<file path="config.mk">
export PLATFORM = sky130hd
export DESIGN_NAME = ioxp_top
export DESIGN_NICKNAME = d
export VERILOG_FILES = /design/src/ioxp_top.v
export VERILOG_INCLUDE_DIRS = /design/src /design/src/src
export SDC_FILE = /design/constraint.sdc
export NUM_CORES = 1
export LEC_CHECK = 0
export ABC_AREA = 1
export BUFFER_PORTS_ARGS = -buffer_cell sky130_fd_sc_hd__buf_2
export CAP_MARGIN = 20
export CORE_MARGIN = 10
export CORE_UTILIZATION = 25
export DETAILED_ROUTE_END_ITERATION = 7
export GPL_ROUTABILITY_DRIVEN = 0
export HOLD_SLACK_MARGIN = 0.03
export PLACE_DENSITY = 0.45
export SLEW_MARGIN = 40
export SYNTH_ARGS = -nofsm -noshare
export SYNTH_HDL_FRONTEND = slang
export SYNTH_SLANG_ARGS = --single-unit
</file>
<file path="constraint.sdc">
create_clock -name clk -period 12.6 [get_ports clk]
set_input_delay 1.89 -clock clk [delete_from_list [all_inputs] [get_ports clk]]
set_output_delay 1.89 -clock clk [all_outputs]
set_load 0.01 [all_outputs]
</file>
<file path="src/ioxp_regs.vh">
// register offsets, reset values and address constants of the i2c port expander
`ifndef IOXP_REGS_VH
`define IOXP_REGS_VH
`define IOXP_ADDR_HI       4'h4
`define IOXP_REG_IN_A      3'h0
`define IOXP_REG_IN_B      3'h1
`define IOXP_REG_OUT_A     3'h2
`define IOXP_REG_OUT_B     3'h3
`define IOXP_REG_INV_A     3'h4
`define IOXP_REG_INV_B     3'h5
`define IOXP_REG_DIR_A     3'h6
`define IOXP_REG_DIR_B     3'h7
`define IOXP_RST_OUT       8'hff
`define IOXP_RST_INV       8'h00
`define IOXP_RST_DIR       8'hff
`define IOXP_SEL_RST       3'h0
`endif

</file>
<file path="src/ioxp_top.v">
// i2c slave register interface and port logic of a 16-bit i/o expander
`timescale 1ns/1ps
`include "ioxp_regs.vh"

// Function
// - address acked, select byte acked, data bytes follow, STOP ends.
// - repeated START stores the register currently accessed as the selection.
// - further read bytes alternate between the two registers of the pair.
// - reads of any length are served while the master acknowledges.
// - written data is stored on the rising edge of its ack clock.
// - STOP may end anywhere; registers already taken stay and drive outputs.
// - slave address is fixed upper bits plus the three address straps.
// - first byte after write address is the selection; low three bits used.
// - selection changes only on a new select byte in a write or on a repeated START.
// - selections 0..7: input levels, output latches, inversion, direction.
// - latches and directions reset to ones, inversion to zeros.
// - input level registers return pin level; writes to them ignored.
// - latch drives output pins only; reading it returns the latch.
// - inversion bit one inverts the reported input level.
// - direction one makes pin an input, zero a driven output.
// - last address bit: one means read, zero means write.
module ioxp_top (
	input  wire        clk,
	input  wire        resetn,
	input  wire        scl_in,
	input  wire        sda_in,
	output reg         sda_oe,
	output reg         sda_out,
	input  wire        addr_strap_bit_zero,
	input  wire        addr_strap_bit_one,
	input  wire        addr_strap_bit_two,
	input  wire [7:0]  port_a_pins_in,
	input  wire [7:0]  port_b_pins_in,
	output reg  [7:0]  port_a_pins_out,
	output reg  [7:0]  port_b_pins_out,
	output reg  [7:0]  port_a_pins_oe,
	output reg  [7:0]  port_b_pins_oe
);
	localparam ST_IDLE = 3'h0;
	localparam ST_ADDR = 3'h1;
	localparam ST_SEL  = 3'h2;
	localparam ST_WDAT = 3'h3;
	localparam ST_RDAT = 3'h4;
	localparam ST_MACK = 3'h5;
	localparam ST_SKIP = 3'h6;

	reg        rst_m_q;
	reg        rst_q;
	reg  [1:0] scl_s_q;
	reg  [1:0] sda_s_q;
	reg        scl_q;
	reg        sda_q;
	reg  [2:0] strap_s1_q;
	reg  [2:0] strap_q;
	reg  [7:0] pa_s1_q;
	reg  [7:0] pb_s1_q;
	reg  [7:0] pa_q;
	reg  [7:0] pb_q;
	reg  [2:0] state_q;
	reg  [3:0] bit_q;
	reg  [7:0] shift_q;
	reg        ack_q;
	reg  [2:0] sel_q;
	reg  [2:0] cur_q;
	reg  [7:0] port_a_output_latch_bits;
	reg  [7:0] port_b_output_latch_bits;
	reg  [7:0] port_a_invert_bits;
	reg  [7:0] port_b_invert_bits;
	reg  [7:0] port_a_direction_bits;
	reg  [7:0] port_b_direction_bits;
	// two-entry buffer between captured bytes and the register file
	reg  [10:0] buf_q [0:1];
	reg         buf_wp_q;
	reg         buf_rp_q;
	reg  [1:0]  buf_cnt_q;

	wire scl_rise = scl_s_q[1] & ~scl_q;
	wire scl_fall = ~scl_s_q[1] & scl_q;
	wire start_c  = scl_s_q[1] & scl_q & sda_q & ~sda_s_q[1];
	wire stop_c   = scl_s_q[1] & scl_q & ~sda_q & sda_s_q[1];
	wire [7:0] port_a_input_level_bits = pa_q ^ port_a_invert_bits;
	wire [7:0] port_b_input_level_bits = pb_q ^ port_b_invert_bits;
	wire [6:0] my_addr = {`IOXP_ADDR_HI, strap_q};
	wire       buf_in_valid;
	wire       buf_in_ready = (buf_cnt_q != 2'h2);
	wire       buf_out_valid = (buf_cnt_q != 2'h0);
	wire       buf_out_ready = 1'b1;
	wire [10:0] buf_head = buf_q[buf_rp_q];
	wire [2:0] sel_bits = {shift_q[2], shift_q[1], shift_q[0]};
	reg  [7:0] rd_byte;

	// reset release through two flops
	always @(posedge clk or negedge resetn) begin
		if (!resetn) begin
			rst_m_q <= 1'b0;
			rst_q   <= 1'b0;
		end else begin
			rst_m_q <= 1'b1;
			rst_q   <= rst_m_q;
		end
	end

	// synchronisers for the bus, straps and pins
	always @(posedge clk or negedge rst_q) begin
		if (!rst_q) begin
			scl_s_q    <= 2'h3;
			sda_s_q    <= 2'h3;
			scl_q      <= 1'b1;
			sda_q      <= 1'b1;
			strap_s1_q <= 3'h0;
			strap_q    <= 3'h0;
			pa_s1_q    <= 8'h00;
			pb_s1_q    <= 8'h00;
			pa_q       <= 8'h00;
			pb_q       <= 8'h00;
		end else begin
			scl_s_q    <= {scl_s_q[0], scl_in};
			sda_s_q    <= {sda_s_q[0], sda_in};
			scl_q      <= scl_s_q[1];
			sda_q      <= sda_s_q[1];
			strap_s1_q <= {addr_strap_bit_two, addr_strap_bit_one, addr_strap_bit_zero};
			strap_q    <= strap_s1_q;
			pa_s1_q    <= port_a_pins_in;
			pb_s1_q    <= port_b_pins_in;
			pa_q       <= pa_s1_q;
			pb_q       <= pb_s1_q;
		end
	end

	// byte presented to the master for the current register
	always @* begin
		case (cur_q)
		`IOXP_REG_IN_A:  rd_byte = port_a_input_level_bits;
		`IOXP_REG_IN_B:  rd_byte = port_b_input_level_bits;
		`IOXP_REG_OUT_A: rd_byte = port_a_output_latch_bits;
		`IOXP_REG_OUT_B: rd_byte = port_b_output_latch_bits;
		`IOXP_REG_INV_A: rd_byte = port_a_invert_bits;
		`IOXP_REG_INV_B: rd_byte = port_b_invert_bits;
		`IOXP_REG_DIR_A: rd_byte = port_a_direction_bits;
		default:         rd_byte = port_b_direction_bits;
		endcase
	end

	assign buf_in_valid = (state_q == ST_WDAT) & (bit_q == 4'h8) & scl_rise & buf_in_ready;

	// bus protocol engine
	always @(posedge clk or negedge rst_q) begin
		if (!rst_q) begin
			state_q <= ST_IDLE;
			bit_q   <= 4'h0;
			shift_q <= 8'h00;
			ack_q   <= 1'b0;
			sel_q   <= `IOXP_SEL_RST;
			cur_q   <= `IOXP_SEL_RST;
			sda_oe  <= 1'b0;
			sda_out <= 1'b0;
		end else if (stop_c) begin
			state_q <= ST_IDLE;
			sda_oe  <= 1'b0;
		end else if (start_c) begin
			if (state_q != ST_IDLE)
				sel_q <= cur_q;
			state_q <= ST_ADDR;
			bit_q   <= 4'h0;
			sda_oe  <= 1'b0;
		end else if (scl_rise && state_q != ST_RDAT) begin // sender shifts on falls only
			if (bit_q < 4'h8) begin
				shift_q <= {shift_q[6:0], sda_q};
				bit_q   <= bit_q + 4'h1;
			end else if (state_q == ST_MACK || state_q == ST_RDAT) begin
				ack_q <= ~sda_q;
				bit_q <= 4'h9;
			end else begin
				bit_q <= 4'h9;
			end
		end else if (scl_fall) begin
			case (state_q)
			ST_ADDR: begin
				if (bit_q == 4'h8) begin
					if (shift_q[7:1] == my_addr) begin
						sda_oe  <= 1'b1;
						sda_out <= 1'b0;
					end else begin
						state_q <= ST_SKIP;
					end
				end else if (bit_q == 4'h9) begin
					bit_q <= 4'h0;
					if (shift_q[0]) begin
						// ack stays one more cycle; first byte loads once cur_q
						// holds the selection, so a stale cur_q is never sent
						state_q <= ST_RDAT;
						cur_q   <= sel_q;
						sda_out <= 1'b0;
					end else begin
						state_q <= ST_SEL;
						sda_oe  <= 1'b0;
					end
				end
			end
			ST_SEL, ST_WDAT: begin
				if (bit_q == 4'h8) begin
					sda_oe  <= 1'b1;
					sda_out <= 1'b0;
					if (state_q == ST_SEL) begin
						sel_q <= sel_bits;
						cur_q <= sel_bits;
					end
				end else if (bit_q == 4'h9) begin
					if (state_q == ST_WDAT)
						cur_q <= {cur_q[2:1], ~cur_q[0]};
					state_q <= ST_WDAT;
					sda_oe  <= 1'b0;
					bit_q   <= 4'h0;
				end
			end
			ST_RDAT: begin
				if (bit_q == 4'h8) begin
					state_q <= ST_MACK;
					sda_oe  <= 1'b0;
				end else begin
					sda_oe  <= ~shift_q[7];
					shift_q <= {shift_q[6:0], 1'b0};
					bit_q   <= bit_q + 4'h1;
				end
			end
			ST_MACK: begin
				if (bit_q == 4'h9) begin
					if (ack_q) begin
						state_q <= ST_RDAT;
						cur_q   <= {cur_q[2:1], ~cur_q[0]};
						bit_q   <= 4'h0;
					end else begin
						state_q <= ST_SKIP;
					end
				end
			end
			ST_SKIP: sda_oe <= 1'b0;
			default: state_q <= ST_IDLE;
			endcase
		end else if (state_q == ST_RDAT && bit_q == 4'h0) begin
			// load the next byte from the register just selected
			sda_oe  <= ~rd_byte[7];
			shift_q <= {rd_byte[6:0], 1'b0};
			bit_q   <= 4'h1;
		end
	end

	// two-entry buffer of {register, data}
	always @(posedge clk or negedge rst_q) begin
		if (!rst_q) begin
			buf_q[0]  <= 11'h000;
			buf_q[1]  <= 11'h000;
			buf_wp_q  <= 1'b0;
			buf_rp_q  <= 1'b0;
			buf_cnt_q <= 2'h0;
		end else begin
			if (buf_in_valid) begin
				buf_q[buf_wp_q] <= {cur_q, shift_q};
				buf_wp_q <= ~buf_wp_q;
			end
			if (buf_out_valid & buf_out_ready)
				buf_rp_q <= ~buf_rp_q;
			buf_cnt_q <= buf_cnt_q + {1'b0, buf_in_valid}
				- {1'b0, buf_out_valid & buf_out_ready};
		end
	end

	// register file and pin drive
	always @(posedge clk or negedge rst_q) begin
		if (!rst_q) begin
			port_a_output_latch_bits <= `IOXP_RST_OUT;
			port_b_output_latch_bits <= `IOXP_RST_OUT;
			port_a_invert_bits       <= `IOXP_RST_INV;
			port_b_invert_bits       <= `IOXP_RST_INV;
			port_a_direction_bits    <= `IOXP_RST_DIR;
			port_b_direction_bits    <= `IOXP_RST_DIR;
			port_a_pins_out          <= `IOXP_RST_OUT;
			port_b_pins_out          <= `IOXP_RST_OUT;
			port_a_pins_oe           <= 8'h00;
			port_b_pins_oe           <= 8'h00;
		end else begin
			if (buf_out_valid & buf_out_ready) begin
				case (buf_head[10:8])
				`IOXP_REG_OUT_A: port_a_output_latch_bits <= buf_head[7:0];
				`IOXP_REG_OUT_B: port_b_output_latch_bits <= buf_head[7:0];
				`IOXP_REG_INV_A: port_a_invert_bits <= buf_head[7:0];
				`IOXP_REG_INV_B: port_b_invert_bits <= buf_head[7:0];
				`IOXP_REG_DIR_A: port_a_direction_bits <= buf_head[7:0];
				`IOXP_REG_DIR_B: port_b_direction_bits <= buf_head[7:0];
				default: ;
				endcase
			end
			port_a_pins_out <= port_a_output_latch_bits;
			port_b_pins_out <= port_b_output_latch_bits;
			port_a_pins_oe  <= ~port_a_direction_bits;
			port_b_pins_oe  <= ~port_b_direction_bits;
		end
	end
endmodule

</file>
After elaboration in Yosys (flattened, before gate mapping)
Cells that the tools add are included.

operators by class
  add/subtract/negate cells = 3
  magnitude comparators = 4
  equal/unequal tests = 60
  mux-type cells = 73
  bitwise logic cells = 30
  reduce and logical (&&, ||, !) cells = 35

operator list
  cell                                                  number
  two-way mux 3 bit                                     23
  one-hot mux 8 bit (7 select lines)                    1
  two-way mux 8 bit                                     6
  two-way mux 11 bit                                    4
  two-way mux 4 bit                                     10
  equality test 3 bit (second input constant)           10
  inequality test 3 bit (second input constant)         9
  inequality test 6 bit (second input constant)         4
  bitwise mux 22 bit                                    1
  two-way mux 1 bit                                     21
  inequality test 5 bit (second input constant)         4
  equality test 3 x 2 -> 1 bit (second input constant)  6
  AND reduction 9 bit                                   2
  inequality test 2 bit (second input constant)         8
  NOT 8 bit                                             2
  bitwise XOR 8 bit                                     2
  one-hot mux 3 bit (5 select lines)                    1
  NOT 1 bit                                             14
  AND reduction 7 bit                                   2
  AND reduction 13 bit                                  1
  inequality test 4 bit (second input constant)         3
  one-hot mux 4 bit (3 select lines)                    1
  AND reduction 2 bit                                   6
  nonzero test 2 bit                                    6
  other kinds (36)                                      58

word-level totals
  register bits after elaboration = 176
  logic and storage cells = 241

Depth between registers and ports, before layout
Gate-level depths: netlist (run 1).

  depth after elaboration = 8
  mapped depth = 12

Worst setup path before layout (run 1)
Ideal clock, no wire load.

  path type = register to output
  start = register port_a_pins_out[0]
  end = output port_a_pins_out[0]
  data arrival time = 0.520 ns
  data required time = 10.710 ns
  setup slack = 10.190 ns
  stages on the path, launching flop included = 1
  path buffers = 0
  cells stage by stage = dfstp_2

RTL lines
  item                      line            source
  start: declaration        ioxp_top.v:34   output reg [7:0] port_a_pins_out,
  start signal: assignment  ioxp_top.v:277  port_a_pins_out <= `IOXP_RST_OUT;
  start signal: assignment  ioxp_top.v:293  port_a_pins_out <= port_a_output_latch_bits;

No word-level cell between the ends.

Worst setup path after layout (run 1)
  start = register port_a_pins_out[6]
  end = output port_a_pins_out[6]

No word-level cell between the ends.

==> results of run 1 <==
through the flow:
stage / setup slack (ns) / hold WS (ns) / cells / total power, W / util (%)
2_1_floorplan: 7.457 / 0.3312 / 831 / 0.0006478 / -
3_3_place_gp: 10.09 / 0.3324 / 1255 / 0.0006726 / 27.51
3_5_place_dp: 10.09 / 0.2696 / 1256 / 0.0006738 / 27.58
4_1_cts: 9.607 / 0.2769 / 1288 / 0.001209 / 29.58
5_1_grt: 9.590 / 0.2935 / 1288 / 0.001243 / 29.60
6_report: 9.639 / 0.2502 / 1288 / 0.001188 / 29.60
metal layers:
| layer | wire length, µm | global-route usage [%] | up-vias |
|---|---|---|---|
| met4 | 154 | 3.152 | 0 |
| li1 | - | - | 2750 |
| met1 | 9722 | 15.07 | 2645 |
| met3 | 1130 | 2.031 | 9 |
| met2 | 8484 | 14.90 | 149 |
| met5 | 0 | 0 | - |
flip-flops by register name, summed over array words and instances (netlist names), 3 cells and up:
| name | cells |
|---|---|
| port_b_pins_out | 8 |
| pa_s1_q | 8 |
| port_b_output_latch_bits | 8 |
| pa_q | 8 |
| sel_q | 3 |
| state_q | 3 |
| port_a_invert_bits | 8 |
| cur_q | 3 |
| shift_q | 8 |
| port_a_output_latch_bits | 8 |
| bit_q | 4 |
| port_b_pins_oe | 8 |
| pb_s1_q | 8 |
| port_a_direction_bits | 8 |
| port_b_invert_bits | 8 |
| port_b_direction_bits | 8 |
| strap_q | 3 |
| strap_s1_q | 3 |
| pb_q | 8 |
| buf_q | 22 |
| port_a_pins_out | 8 |
| port_a_pins_oe | 8 |
placed cells by master (no fill, tap or decap), types with 2 or more instances in the layout:
master        n
nor2_4        2
nand4_1       7
nand3_2       5
nor2_2        4
buf_4         2
or2_1         4
nor2_1       61
xor2_1        5
dfstp_2      54
nand3_1      34
nor3_1        4
a22oi_1       2
a211oi_1      2
clkinvlp_4    2
clkinv_8      5
conb_1        2
inv_1        78
o21ai_1      11
inv_4         3
inv_8         3
nand3_4       3
a31oi_1       2
nor3_4        2
nand2_2      12
o21ai_2      13
buf_2        55
o22ai_1       2
inv_2         3
inv_6         3
dfrtp_1     120
clkbuf_16    17
a21boi_0      5
ha_1          4
o21ai_0      82
a21oi_1      19
xnor2_1       3
nand2_1     250
cell families after synthesis:
| family | count (synthesis) | synth area share (%) |
|---|---|---|
| other cells | 2 | 0.09867 |
| compound gates | 144 | 10.85 |
| buf+inv | 108 | 6.592 |
| flops | 175 | 58.43 |
| simple gates | 390 | 22.46 |
| xor+xnor | 8 | 0.9206 |
| fa+ha+maj | 4 | 0.6576 |
power by group through the flow:
stage	clock network (W)	registers (W)	logic, W
2_1_floorplan	0	0.000603	0.0000444
3_3_place_gp	0	0.000604	0.0000684
3_5_place_dp	0	0.000602	0.0000719
4_1_cts	0.000545	0.000592	0.0000723
5_1_grt	0.000567	0.000594	0.0000821
6_report	0.000526	0.000591	0.0000711
area by class of cell:
| type | count | share of cell area, % |
|---|---|---|
| multi-input cells | 548 | 30.14 |
| clock buffers | 17 | 4.811 |
| inverters | 84 | 3.622 |
| flip-flops and latches | 175 | 50.33 |
| well taps | 390 | 5.519 |
| clock inverters | 15 | 1.939 |
| repair buffers | 59 | 3.637 |
worst max-delay path by stage:
stage | slack (ns) | endpoint
floorplan | 7.46 | ack_q$_DFFE_PN0P_
global placement | 10.09 | port_b_pins_out[1]
detailed placement | 10.09 | port_a_pins_out[6]
CTS | 9.61 | port_a_pins_out[6]
global route | 9.59 | port_b_pins_out[0]
finish | 9.64 | port_a_pins_out[6]
==> summary.txt, run 1 <==
Logic synthesis
  • Syn_area_per_cell: 9.159 µm²
  • Top cells by count, synth: nand2_1 (250), dfrtp_1 (121), o21ai_0 (82), inv_1 (78), nor2_1 (62)
  • Top_reg_cell synth: dfrtp_1
  • Mapped Area: 7611 µm²
  • Asr flop ratio synth: 100.0%
  • Netlist cell types: 43
  • Cell with the most instances after synthesis: nand2_1
  • Seq/Total Area, Yosys: 58.43%
  • Area contributors post-synth: dfrtp_1 (40%), dfstp_2 (19%), nand2_1 (12%), o21ai_0 (5.4%), inv_1 (3.8%)
  • Post-synthesis instance total: 831
  • Synth top area share: 39.78%
  • Yosys top cell by area: dfrtp_1
  • Post-synth EDFFs: 0
  • Synthesized net count: 858
  • Warnings from Yosys: 0
  • Register bit total from synthesis: 175

Drt
  • Remaining routing DRC violations: 0
  • Initial detailed-routing violation count: 399
  • WL per Instance: 15.13 µm
  • Routed wire length: 19490 µm
  • Vias per cell: 4.311
  • DRT antenna net count: 0
  • Initial DRT Pass Iterations: 5
  • Via Count: 5553

Power and ir drop
  • Sw Share: 27.01%
  • Leak: 3.945 nW
  • Power Density: 134.4 nW/µm²
  • P_int: 0.0008674 W
  • Reg power frac: 49.7%
  • Comb pwr share: 6.0%
  • Clock Power Share: 44.3%
  • Max IR drop VDD: 0.00008117 V
  • Net Switching: 0.0003210 W

Die
  • IO Pins: 57
  • Std cell rows: 63
  • Initial Util: 25.48%
  • Die Footprint: 37820 µm²
  • Die Span Y: 194.5 µm
  • Die W: 194.5 µm
  • Total core area: 29870 µm²

Critical path
  • Crit path max fanout: 1
  • Bufs and invs on worst path: 1
  • Crit. Startpoint: port_a_pins_out[6]$_DFF_PN1_
  • CP Class: reg -> out
  • Worst setup SP type: register
  • Worst R2R Path Depth: 9
  • Reg2reg start: cur_q[2]$_DFFE_PN0P_
  • Critical path's slowest cell: dfstp_2
  • WP data required: 10.71 ns
  • Reg2reg setup slack: 10.27 ns
  • CP Data Arrival Time: 1.07 ns
  • RR Endpoint: shift_q[2]$_DFFE_PN0P_
  • CP Capture Type: output pin
  • Worst path cell trace: buf_2
  • WP depth: 1
  • Delay-heaviest family, CP: flip-flops
  • Slowest stage delay, CP: 0.52 ns

Clock tree
  • Setup bufs post-CTS: 0
  • Longest Clk Path Bufs: 2
  • Post-cts resize count: 0
  • CTS Buf Count: 17
  • CTS tree: done
  • # H-tree levels: 4
  • Hold buffer count at cts: 0
  • Clk sinks: 175
  • CTS Root Cell: clkbuf_16
  • Clk Latency, worst-skew pair: 0.43 ns
  • Worst-path clk slew: 0.08 ns

STA
  • Final Skew: 0.01215 ns
  • Fmax: 337.8 MHz
  • RSZ-0062 raised after global routing: no
  • Slew Limit Fails: 0
  • Slew HR: 50.28%
  • Fin. Hold Viols: 0
  • Final setup violation count: 0
  • Crit path time final: 2.961 ns
  • Slew @ Worst Pin: 0.7430 ns
  • Final TNS setup: 0 ns
  • Period utilization: 23.50%

Finish
  • Storage element area: 4451 µm²
  • Inserted Diodes: 0
  • Final Instance Area: 8842 µm²
  • Syn-to-layout area delta: 16.18%
  • Layout cells sized above 1: 21.83%
  • Multi-input combinational cell area: 2665 µm²
  • Fillers: 3128
  • Nets: 912

Run status
  • Status: completed

Placement
  • HPWL Detailed: 14130 µm
  • Number of I/O port buffers: 55
  • Placed inst area: 8239 µm²

Worst hold path
  • Hold/Removal Path Class: reg -> async

Global route
  • Total congestion overflow: 0
  • Number of global-route vias before repair: 5172
  • Largest net degree at the start of global routing: 60
  • GRT Util Overall: 10.33%
  • Initial antenna violation count: 0
  • First-pass GRT wire length: 30820 µm

Flow run
  • MaxCap Viol Count: 0
No activity file was read; power rests on OpenSTA's default activity.
==> inputs of run 2 (changes only) <==
Clock period 12.6 ns to 3 ns, I/O delays scaled along.
==> summary.txt, run 2 (same netlist as run 1, synthesis figures left out) <==
Run status
  • Status: completed

Finish
  • Layout cells sized above 1: 21.93%
  • Multi-input combinational cell area: 2663 µm²
  • Syn-to-layout area delta: 16.46%
  • Most common cell after layout, fill and taps aside: nand2_1
  • Final Util: 29.67%
  • Fillers: 3173
  • Storage element area: 4451 µm²
  • Max reg flops: 22
  • Commonest non-fill, non-tap cells in the layout: nand2_1 (250), dfrtp_1 (120), o21ai_0 (82)
  • Most flops, register: buf_q
  • Nets: 917
  • Inserted Diodes: 0
  • Final Instance Area: 8864 µm²
  • Fin cells: 1293

Power and ir drop
  • Net Switching: 0.001228 W
  • Reg power frac: 50.4%
  • Leak: 3.973 nW
  • Max IR drop VDD: 0.0003873 V
  • Clock Power Share: 43.4%
  • Sw Share: 24.85%
  • Power Density: 557.7 nW/µm²
  • P_int: 0.003715 W
  • Comb pwr share: 6.2%

Global route
  • GRT Util Overall: 10.59%
  • Number of global-route vias before repair: 5414
  • Largest net degree at the start of global routing: 55
  • Total congestion overflow: 0
  • Initial antenna violation count: 0
  • First-pass GRT wire length: 31800 µm

Drt
  • Via Count: 5458
  • DRT antenna net count: 0
  • Remaining routing DRC violations: 0
  • Initial DRT Pass Iterations: 5
  • Initial detailed-routing violation count: 438
  • Vias per cell: 4.221
  • WL per Instance: 15.33 µm
  • Routed wire length: 19820 µm

Critical path
  • Reg2reg setup slack: 0.85 ns
  • CP Capture Type: register
  • WP data required: 3.30 ns
  • Slowest stage delay, CP: 0.52 ns
  • Critical path endpoint: buf_q[21]$_DFFE_PN0P_
  • Worst R2R Path Depth: 10
  • Crit. Startpoint: bit_q[0]$_DFFE_PN0P_
  • Worst path cell trace: inv_1 -> ha_1 -> nand3_4 -> nor2_4 -> nand2_2 -> nor2_2 -> inv_2 -> or2_2 -> nand2_1 -> o21ai_2
  • CP Class: reg -> reg
  • Crit path max fanout: 23
  • CP Data Arrival Time: 2.45 ns
  • Critical path's slowest cell: or2_2
  • RR Endpoint: buf_q[21]$_DFFE_PN0P_
  • Reg2reg start: bit_q[0]$_DFFE_PN0P_
  • Worst setup SP type: register

Placement
  • Placed insts: 1260
  • Number of I/O port buffers: 55
  • HPWL Detailed: 14470 µm
  • Placed inst area: 8282 µm²

STA
  • Period utilization: 71.82%
  • Final TNS setup: 0 ns
  • Final Skew: 0.01191 ns
  • Slew @ Worst Pin: 0.7000 ns
  • Fmax: 464.1 MHz
  • Slew HR: 53.22%
  • Crit path time final: 2.155 ns
  • RSZ-0062 raised after global routing: no
  • Slew Limit Fails: 0
  • Final setup violation count: 0
  • Fin. Hold Viols: 0

Flow run
  • MaxCap Viol Count: 0

Clock tree
  • Post-cts resize count: 0
  • Longest Clk Path Bufs: 2
  • CTS tree: done
  • CTS Root Cell: clkbuf_16
  • Clk Latency, worst-skew pair: 0.43 ns
  • Worst-path clk slew: 0.07 ns
  • # H-tree levels: 4
  • CTS Buf Count: 17
  • Clk sinks: 175

Die
  • Std cell rows: 63
  • Die Footprint: 37820 µm²
  • Die Span Y: 194.5 µm
  • Initial Util: 25.48%
  • Die W: 194.5 µm
  • Total core area: 29870 µm²
  • IO Pins: 57

Worst hold path
  • Min-Delay Path Depth: 1
  • Hold/Removal Path Class: in -> reg
## run 2: worst min path at each step
stage / from / endpoint / slack [ns]
4_1_cts: scl_in / scl_s_q[0]$_DFF_PN1_ / 0.1
5_1_grt: scl_in / scl_s_q[0]$_DFF_PN1_ / 0.1
3_5_place_dp: resetn / rst_m_q$_DFF_PN0_ / 0.24
6_report: scl_in / scl_s_q[0]$_DFF_PN1_ / 0.11
3_3_place_gp: resetn / rst_m_q$_DFF_PN0_ / 0.24
2_1_floorplan: resetn / rst_m_q$_DFF_PN0_ / 0.15
## run 2: power by group through the flow
stage,clock (W),combinational [W],sequential (W)
after floorplan,0,0.000187,0.00253
after global placement,0,0.000307,0.00253
after detailed placement,0,0.000308,0.00254
after CTS,0.00223,0.000311,0.00249
after global routing,0.00232,0.000350,0.00250
final,0.00215,0.000305,0.00249
## run 2: what timing repair did
item,4_1_cts,5_1_grt
buffers inserted,0,0
hold buffers,1,0
endpoints found under the hold margin,2,0
## run 2: per-layer routing
layer | share of wire, % | wire length [µm] | global-route usage, % | up-vias
met3 | 3.9 | 779 | 2.392 | 8
met5 | 0 | 0 | 0 | -
met2 | 43 | 8557 | 15.30 | 101
met4 | 0.89 | 176 | 3.322 | 0
li1 | - | - | - | 2761
met1 | 52 | 10310 | 15.20 | 2588
## run 2: worst max-delay path: cells and delay by family (launching register included)
| kind | cells | cell delay (ns) |
|---|---|---|
| AO/OA/AOI/OAI | 1 | 0.06 |
| AND/OR/NAND/NOR | 6 | 1.16 |
| buffers and inverters | 2 | 0.12 |
| flip-flops | 1 | 0.44 |
| adder cells (fa/ha/maj) | 1 | 0.22 |
## run 2: per-stage QoR
stage / total power [W] / hold WS (ns) / setup WS (ns)
final: 0.004944 / 0.1135 / 0.8454
after global routing: 0.005168 / 0.09641 / 0.5839
after floorplan: 0.002721 / 0.1544 / 0.1597
after detailed placement: 0.002843 / 0.2406 / 0.8477
after CTS: 0.005031 / 0.09580 / 0.8290
after global placement: 0.002841 / 0.2372 / 0.7019
## run 2: final cells by class
class	instances	area share, %
Clock buffer	23	5.632
Clock inverter	9	0.8187
Inverter	84	3.614
Multi-Input combinational cell	548	30.04
Sequential cell	175	50.21
Tap cell	390	5.505
Timing Repair Buffer	64	4.178
==> inputs of run 3 (changes only) <==
Settings changed: PLACE_DENSITY 0.45 to 0.46.
Clock period 3 ns to 1.9 ns, I/O delays scaled along.
==> summary.txt, run 3 (same netlist as run 1, synthesis figures left out) <==
Die
  • Total core area: 29870 µm²
  • IO Pins: 57
  • Die Footprint: 37820 µm²
  • Die Span Y: 194.5 µm
  • Std cell rows: 63
  • Die W: 194.5 µm
  • Initial Util: 25.48%

STA
  • Final setup violation count: 0
  • Fmax: 556.7 MHz
  • RSZ-0062 raised after global routing: yes
  • Final Skew: 0.01613 ns
  • Crit path time final: 1.796 ns
  • Slew Limit Fails: 0
  • Fin. Hold Viols: 0
  • Period utilization: 94.53%

Critical path
  • Worst setup SP type: register
  • Reg2reg setup slack: 0.10 ns
  • Worst path cell trace: inv_2 -> or2_1 -> o21ai_2 -> inv_1 -> nor2_1 -> nand3_2 -> o21ai_0
  • WP data required: 2.25 ns
  • CP Class: reg -> reg
  • RR Endpoint: port_a_output_latch_bits[1]$_DFFE_PN1P_
  • Critical path's slowest cell: dfrtp_1
  • Crit path max fanout: 16
  • Slowest stage delay, CP: 0.50 ns
  • Worst R2R Path Depth: 7
  • Reg2reg start: buf_rp_q$_DFFE_PN0N_
  • Delay-heaviest family, CP: simple AND/OR/NAND/NOR gates
  • Bufs and invs on worst path: 2
  • CP Capture Type: register
  • CP Data Arrival Time: 2.15 ns

Drt
  • WL per Instance: 14.99 µm
  • Routed wire length: 20260 µm
  • Remaining routing DRC violations: 0
  • Initial DRT Pass Iterations: 5
  • Initial detailed-routing violation count: 381
  • Vias per cell: 4.226
  • Via Count: 5710
  • DRT antenna net count: 0

Finish
  • Most flops, register: buf_q
  • Fin cells: 1351
  • Syn-to-layout area delta: 23.62%
  • Inserted Diodes: 0
  • Layout cells sized above 1: 25.18%
  • Commonest non-fill, non-tap cells in the layout: nand2_1 (250), dfrtp_1 (119), o21ai_0 (82)
  • Max reg flops: 22
  • Nets: 975
  • Final Instance Area: 9409 µm²
  • Fillers: 3156
  • Most common cell after layout, fill and taps aside: nand2_1

Flow run
  • MaxCap Viol Count: 0

Clock tree
  • Clk Latency, worst-skew pair: 0.44 ns
  • CTS tree: done
  • # H-tree levels: 4
  • Longest Clk Path Bufs: 2
  • Clk sinks: 175
  • CTS Buf Count: 17
  • Worst-path clk slew: 0.07 ns
  • CTS Root Cell: clkbuf_16

Power and ir drop
  • Max IR drop VDD: 0.0005970 V
  • Power, Total: 0.007724 W
  • Leak: 4.231 nW
  • Power Density: 820.9 nW/µm²

Worst hold path
  • Hold/Removal Path Class: in -> async

Run status
  • Status: completed

Global route
  • Number of global-route vias before repair: 5621
  • First-pass GRT wire length: 32260 µm
  • GRT Util Overall: 10.73%
  • Largest net degree at the start of global routing: 72
  • Total congestion overflow: 0
  • Initial antenna violation count: 0

Placement
  • Placed inst area: 8504 µm²
  • Placed insts: 1288
  • Number of I/O port buffers: 55
  • HPWL Detailed: 14830 µm
run 3: cell count changes in the layout (fill, tap and decap cells not counted), sizes merged:
cell,previous run,this run
buf,63,99
clkbuf,23,21
clkinv,7,5
clkinvlp,0,1
dlygate4sd3,1,22
inv,86,89
nand4,8,9
run 3: power breakdown:
part           total [W]  internal, W  switching (W)
clock network    0.00322      0.00169        0.00153
logic           0.000592     0.000218       0.000374
registers        0.00391      0.00384      0.0000752
run 3: worst register-to-register path, delay by kind of cell, from the launching register on:
family	cells	cell delay [ns]
compound gates	2	0.38
flops	1	0.50
simple gates	3	0.71
buf+inv	2	0.14
run 3: worst max-delay path by stage:
| stage | from | end | slack (ns) | cells after the start |
|---|---|---|---|---|
| 2_1_floorplan | bit_q[0]$_DFFE_PN0P_ | buf_q[19]$_DFFE_PN0P_ | 0.07 | 12 |
| 3_3_place_gp | bit_q[1]$_DFFE_PN0P_ | buf_q[11]$_DFFE_PN0P_ | 0.08 | 11 |
| 3_5_place_dp | bit_q[1]$_DFFE_PN0P_ | buf_q[11]$_DFFE_PN0P_ | 0.05 | 11 |
| 4_1_cts | bit_q[1]$_DFFE_PN0P_ | buf_q[11]$_DFFE_PN0P_ | 0.03 | 11 |
| 5_1_grt | buf_rp_q$_DFFE_PN0N_ | port_a_output_latch_bits[3]$_DFFE_PN1P_ | -0.06 | 7 |
| 6_report | buf_rp_q$_DFFE_PN0N_ | port_a_output_latch_bits[1]$_DFFE_PN1P_ | 0.10 | 7 |
run 3: layer usage:
metal	up-vias	routed length, µm	global-route usage, %
met5	-	0	0
met4	0	263	3.492
met3	15	1033	2.013
met2	111	8721	15.54
met1	2710	10240	15.58
li1	2874	-	-
run 3: metrics by stage:
stage	setup TNS, ns	utilization, %	worst slack (ns)	hold WS, ns
floorplan	0	-	0.06921	-0.01059
global placement	0	28.47	0.07665	0.08424
detailed placement	0	28.47	0.05017	0.08519
CTS	0	30.95	0.03173	0.1458
global route	-0.3794	31.49	-0.06308	0.1648
finish	0	31.49	0.1038	0.1603
run 3: layout make-up:
cell class / instances / area (µm²) / share of cell area [%]
Multi-Input combinational cell: 549 / 2735 / 29.07
Tap cell: 390 / 488.0 / 5.186
Sequential cell: 175 / 4452 / 47.31
Clock buffer: 21 / 440.4 / 4.681
Timing Repair Buffer: 121 / 888.4 / 9.441
Clock inverter: 11 / 81.33 / 0.8644
Inverter: 84 / 324.1 / 3.444
run 3: repair_timing:
| action | CTS | global route |
|---|---|---|
| hold buffers | 22 | 0 |
| endpoints found under the setup margin | 0 | 45 |
| endpoints found under the hold margin | 23 | 0 |
| resized for setup | 0 | 17 |
| buffers inserted | 0 | 8 |
